<file path="src/irq_arb_pkg.sv">
// Constants, state types and carriers of the interrupt arbiter
`default_nettype none
package irq_arb_pkg;
    // ****************************************
    // Register map
    // ****************************************
    localparam logic [7:0] OFS_TPAIR = 8'h00;
    localparam logic [7:0] OFS_MISC = 8'h04;
    localparam logic [7:0] OFS_ICTL = 8'h08;
    localparam logic [7:0] OFS_EDGE = 8'h0C;
    localparam logic [7:0] OFS_STAT = 8'h10;
    localparam logic [7:0] TPAIR_RST = 8'h00;
    localparam logic [7:0] MISC_RST = 8'h00;
    localparam logic [10:0] ICTL_RST = 11'h000;
    localparam logic [3:0] EDGE_RST = 4'h0;
    // Flag half and enable half of the two source registers
    localparam int FLAG_LSB = 4;
    // Control register bit positions
    localparam int ICTL_GIE = 0;
    localparam int ICTL_EA_EN = 1;
    localparam int ICTL_BUS_EN = 3;
    localparam int ICTL_MF4_EN = 4;
    localparam int ICTL_MF5_EN = 5;
    localparam int ICTL_EA_F = 6;
    localparam int ICTL_BUS_F = 8;
    localparam int ICTL_MF4_F = 9;
    localparam int ICTL_MF5_F = 10;
    // Edge select codes, two bits per pin
    localparam logic [1:0] EDGE_OFF = 2'h0;
    localparam logic [1:0] EDGE_RISE = 2'h1;
    localparam logic [1:0] EDGE_FALL = 2'h2;
    localparam logic [1:0] EDGE_BOTH = 2'h3;
    // Source indices for priority and vectors
    localparam logic [2:0] SRC_EA = 3'h0;
    localparam logic [2:0] SRC_EB = 3'h1;
    localparam logic [2:0] SRC_BUS = 3'h2;
    localparam logic [2:0] SRC_MF4 = 3'h3;
    localparam logic [2:0] SRC_MF5 = 3'h4;
    localparam int NUM_SRC = 5;

    typedef enum logic [0:0] {ST_RUN = 1'b0, ST_ENTER = 1'b1} fsm_t;

    typedef struct packed {
        logic psel;
        logic penable;
        logic pwrite;
        logic [7:0] paddr;
        logic [31:0] pwdata;
    } apb_req_t;

    typedef struct packed {
        logic pready;
        logic pslverr;
        logic [31:0] prdata;
    } apb_rsp_t;

    typedef struct packed {
        logic [3:0] tmr;
        logic [3:0] misc;
        logic [3:0] bus;
    } src_evt_t;

    typedef struct packed {
        fsm_t fsm;
        logic [7:0] tpair;
        logic [7:0] misc;
        logic [10:0] ictl;
        logic [3:0] edge_sel;
        logic [1:0] pin_q;
        apb_rsp_t rsp;
        logic call;
        logic pop;
        logic wake;
        logic [1:0] pull;
        logic [2:0] last_src;
        logic [11:0] vec;
    } state_t;
endpackage
`default_nettype wire

</file>
<file path="src/mcu_interrupt_arbiter.sv">
// Interrupt arbiter: source flags, enables, priority, entry and return
//
// Overview of operation
// - timer pair flags in bits 7 to 4
// - timer pair enables in bits 3 to 0
// - misc flags eeprom, adc, serial, lowvolt high
// - misc enables in bits 3 to 0
// - flags set on events regardless of enable, except pin flags, which need the pin enable, and group flags, which need a member enable
// - disabled source never causes vector jump
// - global enable low blocks every jump
// - entry pushes PC and loads vector address
// - return instruction pops the saved PC
// - entry clears global enable, no nesting
// - blocked requests still latch their flags
// - software re-enable inside handler allows nesting
// - no entry while stack is full
// - fixed priority picks one of several
// - newly set flag wakes sleep or idle
// - pin edge of chosen type sets flag
// - pin armed only when fully configured
// - pin entry clears its flag and global
// - edge select rise, fall, both, off
// - pin pull-high selection kept in use
// - any bus event raises bus flag
// - bus entry needs enables, clears flag
// - group flag set by any enabled member event
// - group entry clears group flag and global, not member flags
`default_nettype none
module mcu_interrupt_arbiter
    import irq_arb_pkg::*;
#(
    // Slot 0 holds the highest priority source index
    parameter logic [14:0] PRIO_ORDER = {SRC_MF5, SRC_MF4, SRC_BUS, SRC_EB, SRC_EA},
    parameter logic [11:0] VEC_BASE = 12'h004,
    parameter logic [11:0] VEC_STEP = 12'h004
) (
    input wire logic clk_in,
    input wire logic rst_n_in,
    input wire apb_req_t apb_in,
    output apb_rsp_t apb_out,
    input wire src_evt_t src_evt_in,
    input wire logic [1:0] ext_pins_in,
    input wire logic [1:0] pin_fn_irq_in,
    input wire logic [1:0] pin_dir_input_in,
    input wire logic [1:0] pull_sel_in,
    input wire logic stack_full_in,
    input wire logic return_from_irq_in,
    output logic irq_call_out,
    output logic [11:0] vector_addr_out,
    output logic pop_pc_out,
    output logic wake_out,
    output logic [1:0] pull_high_out
);

    // ****************************************
    // Helpers
    // ****************************************
    function automatic logic [2:0] pick_src(input logic [NUM_SRC-1:0] c);
        logic [2:0] r;
        logic found;
        r = PRIO_ORDER[2:0];
        found = 1'b0;
        for (int k = 0; k < NUM_SRC; k++) begin
            if (!found && c[PRIO_ORDER[k*3 +: 3]]) begin
                r = PRIO_ORDER[k*3 +: 3];
                found = 1'b1;
            end
        end
        return r;
    endfunction

    function automatic logic [11:0] vec_of(input logic [2:0] idx);
        logic [23:0] p;
        p = {21'h000000, idx} * {12'h000, VEC_STEP};
        return VEC_BASE + p[11:0];
    endfunction

    function automatic logic is_mapped(input logic [7:0] a);
        return (a == OFS_TPAIR) || (a == OFS_MISC) || (a == OFS_ICTL)
            || (a == OFS_EDGE) || (a == OFS_STAT);
    endfunction

    // ****************************************
    // State
    // ****************************************
    state_t s;
    state_t next_s;
    logic [NUM_SRC-1:0] cand;
    logic take;
    logic [2:0] sel;

    always_comb begin
        cand[SRC_EA] = s.ictl[ICTL_EA_F] & s.ictl[ICTL_EA_EN];
        cand[SRC_EB] = s.ictl[ICTL_EA_F + 1] & s.ictl[ICTL_EA_EN + 1];
        cand[SRC_BUS] = s.ictl[ICTL_BUS_F] & s.ictl[ICTL_BUS_EN];
        cand[SRC_MF4] = s.ictl[ICTL_MF4_F] & s.ictl[ICTL_MF4_EN];
        cand[SRC_MF5] = s.ictl[ICTL_MF5_F] & s.ictl[ICTL_MF5_EN];
        sel = pick_src(cand);
        // Global enable, a source that is enabled, a free stack slot
        take = (s.fsm == ST_RUN) && s.ictl[ICTL_GIE] && (|cand)
            && !stack_full_in;
    end

    always_comb begin
        logic rise;
        logic fall;
        logic hit;
        logic armed;
        logic [31:0] rd;
        logic [7:0] tset;
        logic [7:0] mset;
        logic [20:0] old_flags;
        logic [20:0] new_flags;
        rise = 1'b0;
        fall = 1'b0;
        hit = 1'b0;
        armed = 1'b0;
        rd = 32'h0000_0000;
        tset = 8'h00;
        mset = 8'h00;
        old_flags = {s.tpair[7:4], s.misc[7:4], s.ictl[10:6], 8'h00};
        next_s = s;
        next_s.call = 1'b0;
        next_s.pop = return_from_irq_in;
        next_s.pull = pull_sel_in;
        next_s.pin_q = ext_pins_in;

        // ****************************************
        // Register bus, one wait state
        // ****************************************
        if (apb_in.psel && apb_in.penable && !s.rsp.pready) begin
            if (apb_in.paddr == OFS_TPAIR) begin
                rd = {24'h000000, s.tpair};
            end else if (apb_in.paddr == OFS_MISC) begin
                rd = {24'h000000, s.misc};
            end else if (apb_in.paddr == OFS_ICTL) begin
                rd = {21'h000000, s.ictl};
            end else if (apb_in.paddr == OFS_EDGE) begin
                rd = {28'h0000000, s.edge_sel};
            end else if (apb_in.paddr == OFS_STAT) begin
                rd = {27'h0000000, s.last_src, s.fsm, stack_full_in};
            end
            next_s.rsp.pready = 1'b1;
            next_s.rsp.prdata = rd;
            next_s.rsp.pslverr = !is_mapped(apb_in.paddr);
        end else begin
            next_s.rsp.pready = 1'b0;
            next_s.rsp.pslverr = 1'b0;
        end
        // Writes land at the edge that completes the access
        if (apb_in.psel && apb_in.penable && s.rsp.pready && apb_in.pwrite) begin
            if (apb_in.paddr == OFS_TPAIR) begin
                next_s.tpair = apb_in.pwdata[7:0];
            end else if (apb_in.paddr == OFS_MISC) begin
                next_s.misc = apb_in.pwdata[7:0];
            end else if (apb_in.paddr == OFS_ICTL) begin
                next_s.ictl = apb_in.pwdata[10:0];
            end else if (apb_in.paddr == OFS_EDGE) begin
                next_s.edge_sel = apb_in.pwdata[3:0];
            end
        end

        // ****************************************
        // Entry and return
        // ****************************************
        if (s.fsm == ST_ENTER) begin
            next_s.fsm = ST_RUN;
        end
        if (take) begin
            next_s.fsm = ST_ENTER;
            next_s.call = 1'b1;
            next_s.vec = vec_of(sel);
            next_s.last_src = sel;
            next_s.ictl[ICTL_GIE] = 1'b0;
            case (sel)
                SRC_EA: begin
                    next_s.ictl[ICTL_EA_F] = 1'b0;
                end
                SRC_EB: begin
                    next_s.ictl[ICTL_EA_F + 1] = 1'b0;
                end
                SRC_BUS: begin
                    next_s.ictl[ICTL_BUS_F] = 1'b0;
                end
                SRC_MF4: begin
                    next_s.ictl[ICTL_MF4_F] = 1'b0;
                end
                default: begin
                    next_s.ictl[ICTL_MF5_F] = 1'b0;
                end
            endcase
        end

        // ****************************************
        // Hardware sets, applied last so a set beats any clear
        // ****************************************
        for (int i = 0; i < 2; i++) begin
            rise = ext_pins_in[i] && !s.pin_q[i];
            fall = !ext_pins_in[i] && s.pin_q[i];
            hit = ((s.edge_sel[i*2 +: 2] == EDGE_RISE) && rise)
                || ((s.edge_sel[i*2 +: 2] == EDGE_FALL) && fall)
                || ((s.edge_sel[i*2 +: 2] == EDGE_BOTH) && (rise || fall));
            armed = s.ictl[ICTL_EA_EN + i] && pin_fn_irq_in[i]
                && pin_dir_input_in[i] && (s.edge_sel[i*2 +: 2] != EDGE_OFF);
            if (hit && armed) begin
                next_s.ictl[ICTL_EA_F + i] = 1'b1;
            end
        end
        if (|src_evt_in.bus) begin
            next_s.ictl[ICTL_BUS_F] = 1'b1;
        end
        tset = {src_evt_in.tmr, 4'h0};
        mset = {src_evt_in.misc, 4'h0};
        next_s.tpair = next_s.tpair | tset;
        next_s.misc = next_s.misc | mset;
        // Group flags follow enabled member requests
        if (|(src_evt_in.tmr & s.tpair[3:0])) begin
            next_s.ictl[ICTL_MF4_F] = 1'b1;
        end
        if (|(src_evt_in.misc & s.misc[3:0])) begin
            next_s.ictl[ICTL_MF5_F] = 1'b1;
        end

        // A flag already set before sleep does not wake again
        new_flags = {next_s.tpair[7:4], next_s.misc[7:4], next_s.ictl[10:6], 8'h00};
        next_s.wake = |(new_flags & ~old_flags);
    end

    always_ff @(posedge clk_in or negedge rst_n_in) begin
        if (!rst_n_in) begin
            s <= '{fsm: ST_RUN, tpair: TPAIR_RST, misc: MISC_RST, ictl: ICTL_RST,
                   edge_sel: EDGE_RST, pin_q: 2'h0, rsp: '0, call: 1'b0, pop: 1'b0,
                   wake: 1'b0, pull: 2'h0, last_src: 3'h0, vec: 12'h000};
        end else begin
            s <= next_s;
        end
    end

    assign apb_out = s.rsp;
    assign irq_call_out = s.call;
    assign vector_addr_out = s.vec;
    assign pop_pc_out = s.pop;
    assign wake_out = s.wake;
    assign pull_high_out = s.pull;
endmodule
`default_nettype wire

</file>
<file path="config.mk">
export PLATFORM = sky130hd
export DESIGN_NAME = mcu_interrupt_arbiter
export DESIGN_NICKNAME = d
export VERILOG_FILES = /design/src/irq_arb_pkg.sv /design/src/mcu_interrupt_arbiter.sv
export SDC_FILE = /design/constraint.sdc
export NUM_CORES = 1
export LEC_CHECK = 0
export BUFFER_PORTS_ARGS = -buffer_cell sky130_fd_sc_hd__buf_2
export CORE_ASPECT_RATIO = 0.9
export CORE_MARGIN = 2
export CORE_UTILIZATION = 50
export CTS_CLUSTER_SIZE = 25
export DETAILED_ROUTE_END_ITERATION = 7
export PLACE_DENSITY = 0.8
export SYNTH_ARGS = -nofsm -noshare
export SYNTH_HDL_FRONTEND = slang
export SYNTH_SLANG_ARGS = --single-unit
</file>
<file path="constraint.sdc">
create_clock -name clk_in -period 2.61 [get_ports clk_in]
set_clock_uncertainty 0.1 [all_clocks]
set_input_delay 0.522 -clock clk_in [delete_from_list [all_inputs] [get_ports clk_in]]
set_output_delay 0.522 -clock clk_in [all_outputs]
set_load 0.02 [all_outputs]
</file>
Word-level counts from Yosys, hierarchy flattened
Index checks and enable logic that the tools add are counted.
{"block": "word_totals", "output_inout_bits": 51, "rom_bits": 0, "register_bits": 87, "memories": 0, "latchBits": 0, "wordCells": 147, "ramBits": 0}
{"block": "classes", "n_mux": 35, "add_sub_neg": 1, "bitwise_logic": 15, "n_reduce_logical": 65, "multipliers": 0, "eq_ne": 15, "magnitude_cmp": 0, "shift": 0, "div_mod_pow": 0}
{"operator": "32-bit 2-to-1 mux", "n": 4}
{"operator": "31-bit 2-to-1 mux", "n": 1}
{"operator": "1-bit logical AND", "n": 29}
{"operator": "23-bit 2-to-1 mux", "n": 1}
{"operator": "21-bit AND", "n": 1}
{"operator": "21-bit NOT", "n": 1}
{"operator": "21-bit OR reduction", "n": 1}
{"operator": "1-bit 2-to-1 mux", "n": 17}
{"operator": "8-bit by 4-bit == test with 1-bit output (second input constant)", "n": 2}
{"operator": "8-bit 2-to-1 mux", "n": 2}
{"operator": "8-bit bitwise OR", "n": 2}
{"operator": "4-bit OR reduction", "n": 4}
{"operator": "15-bit 2-to-1 mux", "n": 1}
{"operator": "1-bit logical NOT", "n": 11}
{"operator": "11-bit 2-to-1 mux", "n": 1}
{"operator": "1-bit logical OR", "n": 10}
{"operator": "5-bit 2-to-1 mux", "n": 2}
{"operator": "4-bit AND", "n": 2}
{"operator": "2-bit == test (second input constant)", "n": 4}
{"operator": "8-bit by 3-bit == test with 1-bit output (second input constant)", "n": 1}
{"operator": "8-bit by 5-bit == test with 1-bit output (second input constant)", "n": 1}
{"operator": "8-bit logical NOT", "n": 1}
{"operator": "4-bit 2-to-1 mux", "n": 2}
{"operator": "4-bit AND reduction", "n": 2}
{"operator": "other kinds (13)", "n": 28}

Depth between registers and ports, before layout
{"block": "depth", "ltp_word": 21, "depth_mapped": 10, "ltp_nobuf": 10}

Worst setup path before layout
OpenSTA, ideal clock, no wires.
{"block": "synth_timing", "kind": "register to register", "from": "register s[66] (netlist bit)", "to": "register s, in the netlist wake_out", "setup_ps": 130, "synth_period_minus_slack_ps": 2142, "required_time_ps": 2380, "arrival_ps": 1912, "n_path_buf": 0, "slack_ps": 468, "path_stages_with_launch": 10, "path_cell_list": "dfrtp_1 a22oi_1 nor2b_1 ha_1 ha_1 inv_1 o21ai_0 o2111ai_1 o31ai_1 nand3_1"}
{"item": "from (decl)", "line": "mcu_interrupt_arbiter.sv:86", "rtl": "state_t s;"}
{"item": "from (signal assigned)", "line": "mcu_interrupt_arbiter.sv:231", "rtl": "s <= '{fsm: ST_RUN, tpair: TPAIR_RST, misc: MISC_RST, ictl: ICTL_RST,"}
{"item": "from (signal assigned)", "line": "mcu_interrupt_arbiter.sv:235", "rtl": "s <= next_s;"}

==> flow_results.org <==
** Run status
- The run finished with clean final reports.

** Drt
- After detailed routing, the average wire length per cell comes to 15.9 um.
- Across all layers, the routed design uses between 2000 and 3000 vias.
- Number of vias per cell :: between 5 and 6
- Pre-Repair DR Iteration Count :: 4
- In this run the remaining antenna-violating nets after routing total 0.
- First DRT Iteration DRCs :: about 190
- In the routed design, unresolved DRC markers number 0.
- Summed over all layers, the routed wires come to about 7800 um.

** GRT
- Vias in the first global route :: between 2000 and 3000
- Global routing consumed, over all layers together, 22.1% of the routing resources.
- Wire length of the first global-routing pass :: 12600 um
- Global route overflow :: 0
- Antenna violations before repair :: 0
- Largest net degree at the start of global routing :: a little under 60

** Setup path
- Count of buffering cells on the critical path with inverters included :: 1
- The worst setup path is captured at a flip-flop.
- Cell chain of the critical path :: a22oi_2 -> nor2b_1 -> ha_1 -> ha_1 -> inv_1 -> o21ai_0 -> o2111ai_1 -> o31ai_1 -> nand3_1
- On the critical path, the stage with the largest delay is an instance of sky130_fd_sc_hd__dfrtp_1.
- The kind of cell with the highest combined delay along the critical path is compound AO/OA/AOI/OAI gates.
- Crit path DAT :: 2450 ps
- Worst R2R Setup Slack :: 270 ps
- The critical path in this run is classified as reg2reg.
- In this run the critical register-to-register path is captured at wake_out.
- For the worst setup path, the data required time is 2730 ps.
- Largest stage delay, worst path :: 470 ps
- The startpoint identified for the worst register-to-register timing path is s[66].
- Highest net fanout along the worst path :: 7
- Counting stages on the worst path, the most repeated cell is sky130_fd_sc_hd__ha_1.
- STA classifies the critical path startpoint as a flip-flop.
- Cell depth of the worst flop-to-flop path :: 9

** Yosys
- Counting flops and latches in the post-synthesis netlist gives 58.
- Post-Synthesis Cell Area :: about 3400 sq um
- Sequential fraction of the synthesis area :: 43.2%
- sky130_fd_sc_hd__dfrtp_1 takes more of the synthesized area than any other cell.
- The most common cell in the synthesized netlist is sky130_fd_sc_hd__dfrtp_1.
- The Yosys step of the flow raised 0 warnings.
- Unique masters post-synth :: 47
- Synthesized area divided by synthesized cell count :: 9.95 sq um
- After synthesis, the cell types taking the most area are sky130_fd_sc_hd__dfrtp_1 43%, sky130_fd_sc_hd__buf_4 11%, sky130_fd_sc_hd__mux2_2 7.4%.
- The commonest cells after synthesis are 58 x sky130_fd_sc_hd__dfrtp_1, 48 x sky130_fd_sc_hd__buf_4, 27 x sky130_fd_sc_hd__nand2_1.
- Main flop type after synthesis :: sky130_fd_sc_hd__dfrtp_1
- After synthesis, the largest area contributor takes up 43.2% of total cell area.
- Share of async-settable or async-resettable flops after synthesis :: 100%
- After technology mapping, the gate count stands at 338.
- Yosys mapped a number of flops with a built-in enable equal to 0.

** CTS
- TritonCTS built the clock tree.
- The tree built by TritonCTS fans out to 58 sinks.
- Clock-pin slew was measured on the worst setup and hold paths at about 70 ps.
- At the later pin of the worst-skew pair, clock insertion delay measures between 300 and 400 ps.
- Max H-tree Level :: 3
- Clk Tree Root Cell :: sky130_fd_sc_hd__clkbuf_8
- In this run, CTS created clock tree buffers numbering 9.
- The clock passes through at most 2 buffers.
- Hold repair after CTS inserted 0 buffers.

** Timing
- Final number of setup-violating endpoints :: 0
- Final hold vios :: 0
- The final number of max-transition violations was 0.
- Summed over all failing endpoints, the final setup total negative slack is 0 ps.
- At the pin with the least slew margin, the transition time is 728 ps.
- The final critical path takes up 89.5% of the cycle.
- The worst path needs about 2300 ps of the cycle, external delays included.
- Worst relative slew slack :: 51.4%
- RSZ-0062 raised after global routing :: no
- Highest attainable clock frequency :: about 430 MHz

** Finish
- P&R area growth vs syn :: 11.9%
- Nets :: roughly 470
- For this run, the number of standard cells in the final layout without fillers is 487.
- Share of cells above drive strength 1 :: 30.0%
- The filler cells instantiated in the layout total 599.
- 0 antenna diodes ended up in the layout.

** Floorplanning
- In this run the horizontal extent of the chip is 90.5 um.
- The core region is around 6600 sq um.
- Once the floorplan was initialized, standard cells occupied 51.3% of the core.
- Chip height :: 81.8 um
- Core Rows :: 28
- Number of placed I/O pins :: about 120
- Floorplan die area :: 7400 sq um

** Placed design
- Final HPWL from detailed placement :: between 5000 and 6000 um
- In this run the tool buffered the top-level ports with 67 buffer cells.
- RD Place Congestion :: 0.866
- The number of placed instances, taps included, is 471.

** Hold path
- The path with the worst hold slack has its endpoint at pull_high_out[0].
- Hold path depth :: 1
- Launch point of the worst hold path :: pull_sel_in[0]
- The worst hold path belongs to the class in2reg.

** Run
- Across the run, the number of max-cap violations was 0.

** Pwr
- Power per Cell Area :: 547 nW/um^2
- Across the VDD grid, the largest voltage drop is 402 uV.
- Summed over all cells, the static leakage comes to 0.00192 uW.
timing repair:
item	in CTS	in global routing
endpoints found under the setup margin	0	1
gates resized for setup	0	1
buffers inserted	0	0
registers in the layout, indices dropped and copies added, names as in the netlist:
register,count
s,36
apb_out,13
vector_addr_out,4
pull_high_out,2
irq_call_out,1
pop_pc_out,1
wake_out,1
how the worst max path moves through the flow:
stage / start / to / slack (ps) / cells after the start
2_1_floorplan: s[66] / wake_out / 470 / 9
3_3_place_gp: s[66] / wake_out / 230 / 9
3_5_place_dp: s[66] / wake_out / 170 / 9
4_1_cts: s[66] / wake_out / 160 / 9
5_1_grt: s[66] / wake_out / 10 / 9
6_report: s[66] / wake_out / 270 / 9
worst register-to-register path: stages (launching register included):
cell and delay, ps:
sky130_fd_sc_hd__dfrtp_1 470, sky130_fd_sc_hd__a22oi_2 330, sky130_fd_sc_hd__nor2b_1 310, sky130_fd_sc_hd__ha_1 210, sky130_fd_sc_hd__ha_1 150, sky130_fd_sc_hd__inv_1 40
sky130_fd_sc_hd__o21ai_0 160, sky130_fd_sc_hd__o2111ai_1 130, sky130_fd_sc_hd__o31ai_1 210, sky130_fd_sc_hd__nand3_1 110
layer usage:
metal,global-route usage (%),share of wire (%)
met1,28.4,45
met5,0,0
met2,35.5,46
met3,8.53,8.3
met4,6.31,0.84
final cells by class:
type / instances / area (sq um) / area share (%)
clock buffer: 10 / 138 / 3.66
clock inverter: 6 / 80.1 / 2.13
inverter: 24 / 90.1 / 2.39
multi-input combinational: 225 / 1500 / 40.0
sequential: 58 / 1450 / 38.6
tap: 90 / 113 / 2.99
timing repair buffer: 74 / 388 / 10.3
kinds of logic after synthesis:
| kind of cell | Yosys count | synth area share [%] |
|---|---|---|
| adders and majority gates | 8 | 2.98 |
| muxes | 29 | 9.45 |
| AOI/OAI and AO/OA | 76 | 15.7 |
| and+or+nand+nor | 83 | 13.2 |
| DFF | 58 | 43.2 |
| other | 1 | 0.112 |
| buffers and inverters | 83 | 15.4 |
metrics by stage:
step                      hold slack [ps]  instance area (sq um)  total power [uW]  utilization (%)  setup slack (ps)
after floorplan                       126                   3470              1100                -               468
after global placement                353                   3540              1140             54.0               228
after detailed placement              357                   3540              1150             54.0               168
after CTS                             173                   3760              2070             57.4               157
after global routing                  160                   3760              2130             57.4              14.2
final                                 183                   3760              2060             57.4               275
cells in the final DEF (no fill, tap or decap), types with 3 or more instances in the layout:
cell type                   Yosys  layout
sky130_fd_sc_hd__buf_2          3      67
sky130_fd_sc_hd__dfrtp_1       58      58
sky130_fd_sc_hd__conb_1         1      29
sky130_fd_sc_hd__nand2_1       27      27
sky130_fd_sc_hd__inv_1         23      23
sky130_fd_sc_hd__mux2_2        22      22
sky130_fd_sc_hd__o21ai_0       15      15
sky130_fd_sc_hd__nor2_1        14      14
sky130_fd_sc_hd__nor2b_1       11      11
sky130_fd_sc_hd__a221oi_1      10      10
sky130_fd_sc_hd__a21oi_1       10      10
sky130_fd_sc_hd__clkbuf_8       0      10
sky130_fd_sc_hd__nand3_1        9       9
sky130_fd_sc_hd__ha_1           8       8
sky130_fd_sc_hd__mux2i_1        7       7
sky130_fd_sc_hd__buf_4         48       7
sky130_fd_sc_hd__a211o_1        6       6
sky130_fd_sc_hd__o21ai_1        5       5
sky130_fd_sc_hd__o22ai_1        5       5
sky130_fd_sc_hd__nand4_1        4       4
sky130_fd_sc_hd__o2111ai_1      4       4
sky130_fd_sc_hd__clkinv_2       0       4
sky130_fd_sc_hd__a31oi_1        3       3
sky130_fd_sc_hd__and3_1         3       3
sky130_fd_sc_hd__o211a_1        3       3
power by group:
| part | internal (uW) | total, uW | leakage [uW] | switching (uW) |
|---|---|---|---|---|
| sequential | 919 | 937 | 0.000727 | 18.1 |
| combinational | 58.0 | 196 | 0.00108 | 138 |
| clock | 556 | 925 | 0.000116 | 369 |
No activity file was read; power rests on OpenSTA's default activity.
